## config.mk

```make
export PLATFORM = sky130hd
export DESIGN_NAME = keyboard_control_flat
export DESIGN_NICKNAME = d
export VERILOG_FILES = /design/src/hdl/kbd_pkg.sv /design/src/hdl/kbd_link_if.sv /design/src/hdl/keyboard_control.sv /design/src/flat_wrapper.sv
export SDC_FILE = /design/constraint.sdc
export NUM_CORES = 1
export LEC_CHECK = 0
export BUFFER_PORTS_ARGS = -buffer_cell sky130_fd_sc_hd__buf_2
export CAP_MARGIN = 20
export CORE_MARGIN = 3
export CORE_UTILIZATION = 61
export CTS_BUF_LIST = sky130_fd_sc_hd__clkbuf_8
export DETAILED_ROUTE_END_ITERATION = 8
export PLACE_DENSITY_LB_ADDON = 0.08
export SLEW_MARGIN = 15
export SYNTH_ARGS = -nofsm -noshare
export SYNTH_HDL_FRONTEND = slang
export SYNTH_SLANG_ARGS = --single-unit
```

## constraint.sdc

```tcl
create_clock -name aclk -period 3 [get_ports aclk]
set_clock_uncertainty 0.2 [all_clocks]
set_input_delay 0.45 -clock aclk [delete_from_list [all_inputs] [get_ports aclk]]
set_output_delay 0.45 -clock aclk [all_outputs]
set_load 0.02 [all_outputs]
```

## src/hdl/kbd_pkg.sv

```systemverilog
// constants, states and register map shared by the keyboard encoder and the control end
// assumes a single 50 MHz system clock for both ends
package kbd_pkg;

  ////////////////////////////////////////////////////////////////////////////////
  // timing
  localparam int CLK_HZ = 50_000_000;
  localparam int SCAN_CLOCK_HZ = 100_000;
  localparam int SCAN_DIV_CYCLES = CLK_HZ / SCAN_CLOCK_HZ;
  localparam int REPEAT_HZ = 10;
  localparam int REPEAT_DIV_CYCLES = CLK_HZ / REPEAT_HZ;
  localparam int SLOT_CYCLES = 16;
  localparam int FRAME_CYCLES = 4;
  localparam int KB_SLOTS = 4;

  ////////////////////////////////////////////////////////////////////////////////
  // code widths and values
  localparam int CODE_W = 7;
  localparam int CHAR_W = 6;
  localparam int KEY_CODES = 128;
  localparam logic [1:0] SAMPLE_VALID = 2'h3;
  localparam logic [1:0] SAMPLE_RESET = 2'h0;
  localparam logic [6:0] TWO_POS_BASE = 7'h70;
  localparam logic [6:0] FORMAT_BASE = 7'h78;
  localparam logic [6:0] CODE_RESET = 7'h00;

  ////////////////////////////////////////////////////////////////////////////////
  // register map, byte offsets
  localparam logic [3:0] CTRL_OFFSET = 4'h0;
  localparam logic [3:0] STATUS_OFFSET = 4'h4;
  localparam logic [3:0] SLOT_OFFSET = 4'h8;
  localparam int CTRL_ENABLE_BIT = 0;
  localparam int CTRL_KBNUM_LSB = 1;
  localparam int CTRL_FMTMASK_LSB = 8;
  localparam int STAT_READY_BIT = 0;
  localparam int STAT_SHIFT_BIT = 1;
  localparam int STAT_TWOPOS_BIT = 2;
  localparam int STAT_FORMAT_BIT = 3;
  localparam int STAT_CODE_LSB = 8;
  localparam int STAT_CHAR_LSB = 16;
  localparam logic [31:0] CTRL_RESET = 32'h0000ff00;
  localparam logic [1:0] RESP_OKAY = 2'h0;
  localparam logic [1:0] RESP_SLVERR = 2'h2;

  ////////////////////////////////////////////////////////////////////////////////
  // control end states
  typedef enum logic [1:0] {
    ST_IDLE = 2'b00,
    ST_FRAME = 2'b01,
    ST_ACK = 2'b10
  } ctrl_state_t;

endpackage : kbd_pkg

```

## src/hdl/kbd_link_if.sv

```systemverilog
// keyboard to control unit link
// assumes both ends run on the same clock
`timescale 1ns/10ps
interface kbd_link_if;
  logic keyboard_frame_pulse;
  logic scan_count_lsb;
  logic [5:0] scan_count_bits;
  logic shift_level;
  logic char_available;
  logic load_complete_ack;

  modport device (
    input keyboard_frame_pulse,
    input load_complete_ack,
    output scan_count_lsb,
    output scan_count_bits,
    output shift_level,
    output char_available
  );

  modport control (
    output keyboard_frame_pulse,
    output load_complete_ack,
    input scan_count_lsb,
    input scan_count_bits,
    input shift_level,
    input char_available
  );
endinterface : kbd_link_if

```

## src/hdl/keyboard_control.sv

```systemverilog
// control end: frame slot timing, code capture, translation and AXI4-Lite registers
// assumes one keyboard attached on the link, same clock as the bus
//
// Added by the designer: the AXI4-Lite register port and the register addresses.
`timescale 1ns/10ps
module keyboard_control #(
  parameter int SLOT_LEN = kbd_pkg::SLOT_CYCLES,
  parameter int FRAME_LEN = kbd_pkg::FRAME_CYCLES
) (
  input wire logic aclk,
  input wire logic aresetn,
  input wire logic [3:0] s_axi_awaddr,
  input wire logic s_axi_awvalid,
  output logic s_axi_awready,
  input wire logic [31:0] s_axi_wdata,
  input wire logic [3:0] s_axi_wstrb,
  input wire logic s_axi_wvalid,
  output logic s_axi_wready,
  output logic [1:0] s_axi_bresp,
  output logic s_axi_bvalid,
  input wire logic s_axi_bready,
  input wire logic [3:0] s_axi_araddr,
  input wire logic s_axi_arvalid,
  output logic s_axi_arready,
  output logic [31:0] s_axi_rdata,
  output logic [1:0] s_axi_rresp,
  output logic s_axi_rvalid,
  input wire logic s_axi_rready,
  output logic [kbd_pkg::CHAR_W-1:0] input_data_lines,
  output logic input_data_strobe,
  output logic [2:0] format_cmd,
  output logic format_strobe,
  output logic two_position_char,
  kbd_link_if.control link
);
  import kbd_pkg::*;

  ////////////////////////////////////////////////////////////////////////////////
  // registers
  logic [31:0] ctrl;
  logic char_ready;
  logic char_shift;
  logic char_twopos;
  logic char_format;
  logic [CODE_W-1:0] char_code;
  logic [CHAR_W-1:0] char_internal;
  logic [1:0] slot;
  logic [31:0] status_word;

  assign status_word = {10'h000, char_internal, 1'b0, char_code, 4'h0,
                        char_format, char_twopos, char_shift, char_ready};

  ////////////////////////////////////////////////////////////////////////////////
  // bus write
  logic aw_held;
  logic w_held;
  logic [3:0] aw_addr;
  logic [31:0] w_data;
  logic [3:0] w_strb;
  logic do_write;
  logic clear_ready;

  assign do_write = aw_held && w_held && !s_axi_bvalid;
  assign clear_ready = do_write && (aw_addr == STATUS_OFFSET) && w_strb[0]
                       && w_data[STAT_READY_BIT];

  always_ff @(posedge aclk) begin
    if (!aresetn) begin
      aw_held <= 1'b0;
      aw_addr <= '0;
    end else if (s_axi_awvalid && s_axi_awready) begin
      aw_held <= 1'b1;
      aw_addr <= s_axi_awaddr;
    end else if (do_write) begin
      aw_held <= 1'b0;
    end
  end

  always_ff @(posedge aclk) begin
    if (!aresetn) begin
      w_held <= 1'b0;
      w_data <= '0;
      w_strb <= '0;
    end else if (s_axi_wvalid && s_axi_wready) begin
      w_held <= 1'b1;
      w_data <= s_axi_wdata;
      w_strb <= s_axi_wstrb;
    end else if (do_write) begin
      w_held <= 1'b0;
    end
  end

  always_ff @(posedge aclk) begin
    if (!aresetn) begin
      s_axi_awready <= 1'b0;
      s_axi_wready <= 1'b0;
    end else begin
      s_axi_awready <= !aw_held && !(s_axi_awvalid && s_axi_awready) && !s_axi_bvalid;
      s_axi_wready <= !w_held && !(s_axi_wvalid && s_axi_wready) && !s_axi_bvalid;
    end
  end

  always_ff @(posedge aclk) begin
    if (!aresetn) begin
      s_axi_bvalid <= 1'b0;
      s_axi_bresp <= RESP_OKAY;
    end else if (do_write) begin
      s_axi_bvalid <= 1'b1;
      s_axi_bresp <= (aw_addr == CTRL_OFFSET || aw_addr == STATUS_OFFSET
                      || aw_addr == SLOT_OFFSET) ? RESP_OKAY : RESP_SLVERR;
    end else if (s_axi_bready) begin
      s_axi_bvalid <= 1'b0;
    end
  end

  always_ff @(posedge aclk) begin
    if (!aresetn) begin
      ctrl <= CTRL_RESET;
    end else if (do_write && aw_addr == CTRL_OFFSET) begin
      for (int i = 0; i < 4; i++) begin
        if (w_strb[i]) begin
          ctrl[i*8 +: 8] <= w_data[i*8 +: 8];
        end
      end
    end
  end

  ////////////////////////////////////////////////////////////////////////////////
  // bus read
  always_ff @(posedge aclk) begin
    if (!aresetn) begin
      s_axi_arready <= 1'b0;
      s_axi_rvalid <= 1'b0;
      s_axi_rdata <= '0;
      s_axi_rresp <= RESP_OKAY;
    end else if (s_axi_rvalid) begin
      s_axi_arready <= 1'b0;
      if (s_axi_rready) begin
        s_axi_rvalid <= 1'b0;
        s_axi_arready <= 1'b1;
      end
    end else if (s_axi_arvalid && s_axi_arready) begin
      s_axi_arready <= 1'b0;
      s_axi_rvalid <= 1'b1;
      s_axi_rresp <= RESP_OKAY;
      case (s_axi_araddr)
        CTRL_OFFSET: s_axi_rdata <= ctrl;
        STATUS_OFFSET: s_axi_rdata <= status_word;
        SLOT_OFFSET: s_axi_rdata <= {30'h00000000, slot};
        default: begin
          s_axi_rdata <= '0;
          s_axi_rresp <= RESP_SLVERR;
        end
      endcase
    end else begin
      s_axi_arready <= 1'b1;
    end
  end

  ////////////////////////////////////////////////////////////////////////////////
  // slot timing and frame sequence
  localparam int ST_W = (SLOT_LEN > 1) ? $clog2(SLOT_LEN) : 1;
  localparam logic [ST_W-1:0] SLOT_LAST = ST_W'(SLOT_LEN - 1);
  logic [ST_W-1:0] slot_timer;
  logic [3:0] frame_count;
  ctrl_state_t state;
  logic [CODE_W-1:0] rx_code;
  logic slot_start;

  assign rx_code = {link.scan_count_bits, link.scan_count_lsb};
  assign slot_start = ctrl[CTRL_ENABLE_BIT] && (slot_timer == '0)
                      && (slot == ctrl[CTRL_KBNUM_LSB +: 2]);

  always_ff @(posedge aclk) begin
    if (!aresetn) begin
      slot_timer <= '0;
      slot <= 2'h0;
    end else if (slot_timer == SLOT_LAST) begin
      slot_timer <= '0;
      slot <= slot + 1'b1;
    end else begin
      slot_timer <= slot_timer + 1'b1;
    end
  end

  always_ff @(posedge aclk) begin
    if (!aresetn) begin
      state <= ST_IDLE;
      frame_count <= 4'h0;
      link.keyboard_frame_pulse <= 1'b0;
      link.load_complete_ack <= 1'b0;
    end else begin
      case (state)
        ST_IDLE: begin
          link.load_complete_ack <= 1'b0;
          if (slot_start) begin
            state <= ST_FRAME;
            frame_count <= 4'h0;
            link.keyboard_frame_pulse <= 1'b1;
          end
        end
        ST_FRAME: begin
          frame_count <= frame_count + 1'b1;
          if (link.char_available) begin
            state <= ST_ACK;
            link.keyboard_frame_pulse <= 1'b0;
            link.load_complete_ack <= 1'b1;
          end else if (frame_count == 4'(FRAME_LEN)) begin
            state <= ST_IDLE;
            link.keyboard_frame_pulse <= 1'b0;
          end
        end
        ST_ACK: begin
          state <= ST_IDLE;
          link.load_complete_ack <= 1'b0;
        end
        default: begin
          state <= ST_IDLE;
          link.keyboard_frame_pulse <= 1'b0;
          link.load_complete_ack <= 1'b0;
        end
      endcase
    end
  end

  ////////////////////////////////////////////////////////////////////////////////
  // capture and translation
  logic take;
  logic is_format;
  logic is_twopos;

  assign take = (state == ST_FRAME) && link.char_available;
  assign is_format = (rx_code >= FORMAT_BASE);
  assign is_twopos = (rx_code >= TWO_POS_BASE) && !is_format;

  always_ff @(posedge aclk) begin
    if (!aresetn) begin
      char_ready <= 1'b0;
      char_shift <= 1'b0;
      char_twopos <= 1'b0;
      char_format <= 1'b0;
      char_code <= CODE_RESET;
      char_internal <= '0;
    end else if (take) begin
      char_ready <= 1'b1;
      char_shift <= link.shift_level;
      char_twopos <= is_twopos;
      char_format <= is_format;
      char_code <= rx_code;
      char_internal <= rx_code[CHAR_W-1:0];
    end else if (clear_ready) begin
      char_ready <= 1'b0;
    end
  end

  always_ff @(posedge aclk) begin
    if (!aresetn) begin
      input_data_lines <= '0;
      input_data_strobe <= 1'b0;
      format_cmd <= 3'h0;
      format_strobe <= 1'b0;
      two_position_char <= 1'b0;
    end else begin
      input_data_strobe <= take && (!is_format || ctrl[CTRL_FMTMASK_LSB + rx_code[2:0]]);
      input_data_lines <= take ? rx_code[CHAR_W-1:0] : '0;
      format_strobe <= take && is_format;
      format_cmd <= take ? rx_code[2:0] : 3'h0;
      two_position_char <= take && is_twopos;
    end
  end

endmodule : keyboard_control

```

## src/flat_wrapper.sv

```systemverilog
// flat-port wrapper written by rule: the top's interface ports become plain ports
module keyboard_control_flat import kbd_pkg::*;
#(
  parameter int SLOT_LEN = kbd_pkg::SLOT_CYCLES,
  parameter int FRAME_LEN = kbd_pkg::FRAME_CYCLES
)
  (aclk, aresetn, s_axi_awaddr, s_axi_awvalid, s_axi_awready, s_axi_wdata, s_axi_wstrb, s_axi_wvalid, s_axi_wready, s_axi_bresp, s_axi_bvalid, s_axi_bready, s_axi_araddr, s_axi_arvalid, s_axi_arready, s_axi_rdata, s_axi_rresp, s_axi_rvalid, s_axi_rready, input_data_lines, input_data_strobe, format_cmd, format_strobe, two_position_char, link_keyboard_frame_pulse, link_load_complete_ack, link_scan_count_lsb, link_scan_count_bits, link_shift_level, link_char_available);
  kbd_link_if link_i ();
  input wire logic aclk;
  input wire logic aresetn;
  input wire logic [3:0] s_axi_awaddr;
  input wire logic s_axi_awvalid;
  output logic s_axi_awready;
  input wire logic [31:0] s_axi_wdata;
  input wire logic [3:0] s_axi_wstrb;
  input wire logic s_axi_wvalid;
  output logic s_axi_wready;
  output logic [1:0] s_axi_bresp;
  output logic s_axi_bvalid;
  input wire logic s_axi_bready;
  input wire logic [3:0] s_axi_araddr;
  input wire logic s_axi_arvalid;
  output logic s_axi_arready;
  output logic [31:0] s_axi_rdata;
  output logic [1:0] s_axi_rresp;
  output logic s_axi_rvalid;
  input wire logic s_axi_rready;
  output logic [kbd_pkg::CHAR_W-1:0] input_data_lines;
  output logic input_data_strobe;
  output logic [2:0] format_cmd;
  output logic format_strobe;
  output logic two_position_char;
  output wire logic [$bits(link_i.keyboard_frame_pulse)-1:0] link_keyboard_frame_pulse;
  output wire logic [$bits(link_i.load_complete_ack)-1:0] link_load_complete_ack;
  input wire logic [$bits(link_i.scan_count_lsb)-1:0] link_scan_count_lsb;
  input wire logic [$bits(link_i.scan_count_bits)-1:0] link_scan_count_bits;
  input wire logic [$bits(link_i.shift_level)-1:0] link_shift_level;
  input wire logic [$bits(link_i.char_available)-1:0] link_char_available;
  assign link_keyboard_frame_pulse = link_i.keyboard_frame_pulse;
  assign link_load_complete_ack = link_i.load_complete_ack;
  assign link_i.scan_count_lsb = link_scan_count_lsb;
  assign link_i.scan_count_bits = link_scan_count_bits;
  assign link_i.shift_level = link_shift_level;
  assign link_i.char_available = link_char_available;
  keyboard_control #(.SLOT_LEN(SLOT_LEN), .FRAME_LEN(FRAME_LEN)) u_core (.aclk(aclk), .aresetn(aresetn), .s_axi_awaddr(s_axi_awaddr), .s_axi_awvalid(s_axi_awvalid), .s_axi_awready(s_axi_awready), .s_axi_wdata(s_axi_wdata), .s_axi_wstrb(s_axi_wstrb), .s_axi_wvalid(s_axi_wvalid), .s_axi_wready(s_axi_wready), .s_axi_bresp(s_axi_bresp), .s_axi_bvalid(s_axi_bvalid), .s_axi_bready(s_axi_bready), .s_axi_araddr(s_axi_araddr), .s_axi_arvalid(s_axi_arvalid), .s_axi_arready(s_axi_arready), .s_axi_rdata(s_axi_rdata), .s_axi_rresp(s_axi_rresp), .s_axi_rvalid(s_axi_rvalid), .s_axi_rready(s_axi_rready), .input_data_lines(input_data_lines), .input_data_strobe(input_data_strobe), .format_cmd(format_cmd), .format_strobe(format_strobe), .two_position_char(two_position_char), .link(link_i));
endmodule
```

==> summary.md <==
| Metric | Value |
|---|---|
| Synth-to-Final Area Change | `15.56%` |
| I/O Pins | `115` |
| Clk pin slew, worst setup/hold paths | `0.08 ns` |
| Worst-Margin Slew | `0.7406 ns` |
| Post-synthesis sequential area ratio | `50.82%` |
| DPL Wire Length | `8.930 mm` |
| Post CTS Setup Buffer Count | `0` |
| Final cycle utilization of the critical path | `67.14%` |
| Final antenna-violating net count | `0` |
| Die W | `103.4 µm` |
| Initial antenna violation count | `0` |
| Layout Nets | `821` |
| Routed via count | `4,828` |
| Unrepaired setup endpoints after global routing | `no` |
| Per-cell routed wire length | `14.12 µm` |
| Max Cap Viol | `0` |
| Routed vias/inst | `5.394` |
| Switching Power | `0.0008775 W` |
| Mapped Area | `5791 µm²` |
| Yosys reg bits | `147` |
| Cts bufs inserted | `17` |
| CTS H-tree depth | `4` |
| Register area | `2943 µm²` |
| Post-CTS Hold Fix Bufs | `0` |
| Critical path's slowest cell | `nor4_4` |
| GP Congestion | `0.8262` |
| Site Rows | `34` |
| TritonCTS clock tree | `yes` |
| Gate Count Post-Synth | `667` |
| Die Y | `103.4 µm` |
| Cell taking the most area after synthesis | `dfxtp_1` |
| CP Launch Type | `register` |
| Switch share | `23.84%` |
| Top post-synthesis cells by count | `157 x nand2_1, 147 x dfxtp_1, 70 x a21oi_1, 39 x nand3_1, 26 x nor2_1` |
| # fillers | `720` |
| Final hold vios | `0` |
| First DRT Iteration DRCs | `254` |
| Max VDD drop | `0.3535 mV` |
| Slew Limit Headroom | `50.25%` |
| CP Cell Sequence | `nand3b_4 > nor4_4 > a22oi_1 > nor2_1` |
| # diodes | `0` |
| DRC viols | `0` |
| Top cell type's share of synthesized area | `50.82%` |
| Largest net degree at the start of global routing | `70` |
| Synth Warn # | `0` |
| Ranking of synthesized cells by area | `dfxtp_1 51%, nand2_1 10%, a21oi_1 6.1%` |
| Mapped Avg Cell Area | `8.681 µm²` |
| Synth unique cells | `52` |
| Synth Flop Type | `dfxtp_1` |
| Core area | `8976 µm²` |
| Number of flops mapped to enable cells by yosys | `0` |
| Clock Latency Late Sink | `0.42 ns` |
| Clock root buffer | `clkbuf_8` |
| Crit path largest cell delay | `0.68 ns` |
| Metal3 WL | `719 µm` |
| WL met1 | `6.206 mm` |
| PD cells | `550.2 nW/µm²` |
| Routed wl met2 | `5.617 mm` |
| Port bufs | `112` |
| Post-route setup TNS | `0 ns` |
| Setup violations, final | `0` |
| Int Power | `0.002804 W` |
| Minimum clock period | `2.014 ns` |
| CP endpoint kind | `register` |
| Starting Density | `64.51%` |
| Fraction of registers with async set/reset | `0%` |
| Final core occ | `74.55%` |
| CP required | `3.16 ns` |
| FMAX | `496.5 MHz` |
| Vias in the first global route | `4,466` |
| Clock sink count | `147` |
| Most frequent cell after synthesis | `nand2_1` |
| Final Max Tran Viols | `0` |
| Layout cell share with drive strength beyond 1 | `23.80%` |
| Non-filler instance count after layout | `895` |
| Clock network fraction of design power | `38.6%` |
| Comb power frac | `6.6%` |
| Arr. time, crit path | `2.18 ns` |
| Post-CTS Resized | `0` |
| Drt first pass iters | `5` |
| Total congestion overflow | `0` |
| Critical path peak fanout | `36` |
| Total wire length | `12.64 mm` |
| Placed Cells | `864` |
| P_leak | `2.721 nW` |
| Wire length of the first global-routing pass | `20.59 mm` |
| Sequential Power Share | `54.9%` |
| Worst hold path type | `in2reg` |
| Gr usage total | `24.39%` |
| Multi-input logic area | `2520 µm²` |
| Top sig layer | `met4` |
| Die area | `10,700 µm²` |
| Max clock buf depth | `2` |
| Status | `finished, final reports clean` |
| Crit path kind | `reg2reg` |
## metrics by stage
| step | setup WS [ns] | hold slack, ns | total power (W) | cell area (µm²) |
|---|---|---|---|---|
| floorplan | 1.403 | 0.2270 | 0.002219 | 5794 |
| global placement | 0.9664 | 0.2370 | 0.002297 | 6317 |
| detailed placement | 0.8783 | 0.2423 | 0.002305 | 6317 |
| CTS | 1.004 | 0.02002 | 0.003701 | 6691 |
| global route | 0.8152 | 0.03651 | 0.003823 | 6691 |
| finish | 0.9858 | 0.04688 | 0.003682 | 6691 |
## path summary, 6_finish.rpt
kind,slack [ns],endpoint,startpoint,cells past startpoint
min,0.05,u_core.two_position_char,link_scan_count_bits[2],2
max,0.99,u_core.s_axi_rdata[11],u_core.s_axi_rvalid,4
min reg2reg,0.25,u_core.ctrl[18],u_core.w_data[18],2
max reg2reg,0.99,u_core.s_axi_rdata[11],u_core.s_axi_rvalid,4
## critical path: cells and delay by family (launching register included)
family,cells,cell delay (ns)
flip-flops,1,0.36
AND/OR/NAND/NOR,3,1.24
AO/OA/AOI/OAI,1,0.15
## final cells by class
class / instances / area share [%]
Clock inverter: 10 / 1.272
Timing Repair Buffer: 117 / 9.125
Tap cell: 126 / 2.356
Clock buffer: 21 / 4.319
Sequential cell: 147 / 43.98
Inverter: 23 / 1.290
Multi-Input combinational cell: 451 / 37.66
## cells in the final DEF (no fill, tap or decap), types with 5 or more instances in the layout
| cell type | instances |
|---|---|
| nand2_1 | 157 |
| dfxtp_1 | 147 |
| buf_2 | 112 |
| a21oi_1 | 70 |
| nand3_1 | 39 |
| nor2_1 | 26 |
| inv_1 | 24 |
| o21ai_1 | 24 |
| clkbuf_8 | 21 |
| o21ai_0 | 17 |
| a22oi_1 | 15 |
| mux2i_1 | 11 |
| and3_1 | 10 |
| nand3_2 | 10 |
| a21oi_2 | 10 |
| nor3_1 | 5 |
| clkinvlp_4 | 5 |
## power groups by stage
stage	sequential [W]	combinational, W	clock, W
3_5_place_dp	0.00206	0.000240	0
6_report	0.00202	0.000241	0.00142
3_3_place_gp	0.00206	0.000236	0
2_1_floorplan	0.00207	0.000153	0
4_1_cts	0.00202	0.000241	0.00144
5_1_grt	0.00202	0.000269	0.00153
## cells by family after synthesis
group | after synthesis | share of synthesized area (%)
multiplexers | 16 | 3.068
XOR/XNOR | 5 | 0.7564
AND/OR/NAND/NOR | 276 | 23.96
AO/OA/AOI/OAI | 148 | 14.74
adder cells (fa/ha/maj) | 4 | 0.8643
other | 1 | 0.06476
buffers and inverters | 70 | 5.726
flip-flops | 147 | 50.82
## flip-flops by register name (all words and copies together), names as in the netlist, 4 cells and up
signal / cells
u_core.aw_addr: 4
u_core.w_data: 32
u_core.char_internal: 5
u_core.s_axi_rdata: 32
u_core.ctrl: 32
u_core.w_strb: 4
u_core.input_data_lines: 4
u_core.frame_count: 4
u_core.slot_timer: 4
## layer usage
| layer | vias up | GRT usage, % |
|---|---|---|
| met2 | 146 | 37.55 |
| met4 | 0 | 7.171 |
| li1 | 2430 | - |
| met3 | 8 | 5.164 |
| met1 | 2244 | 34.66 |
| met5 | - | 0 |
(Power assumes the default switching activity.)
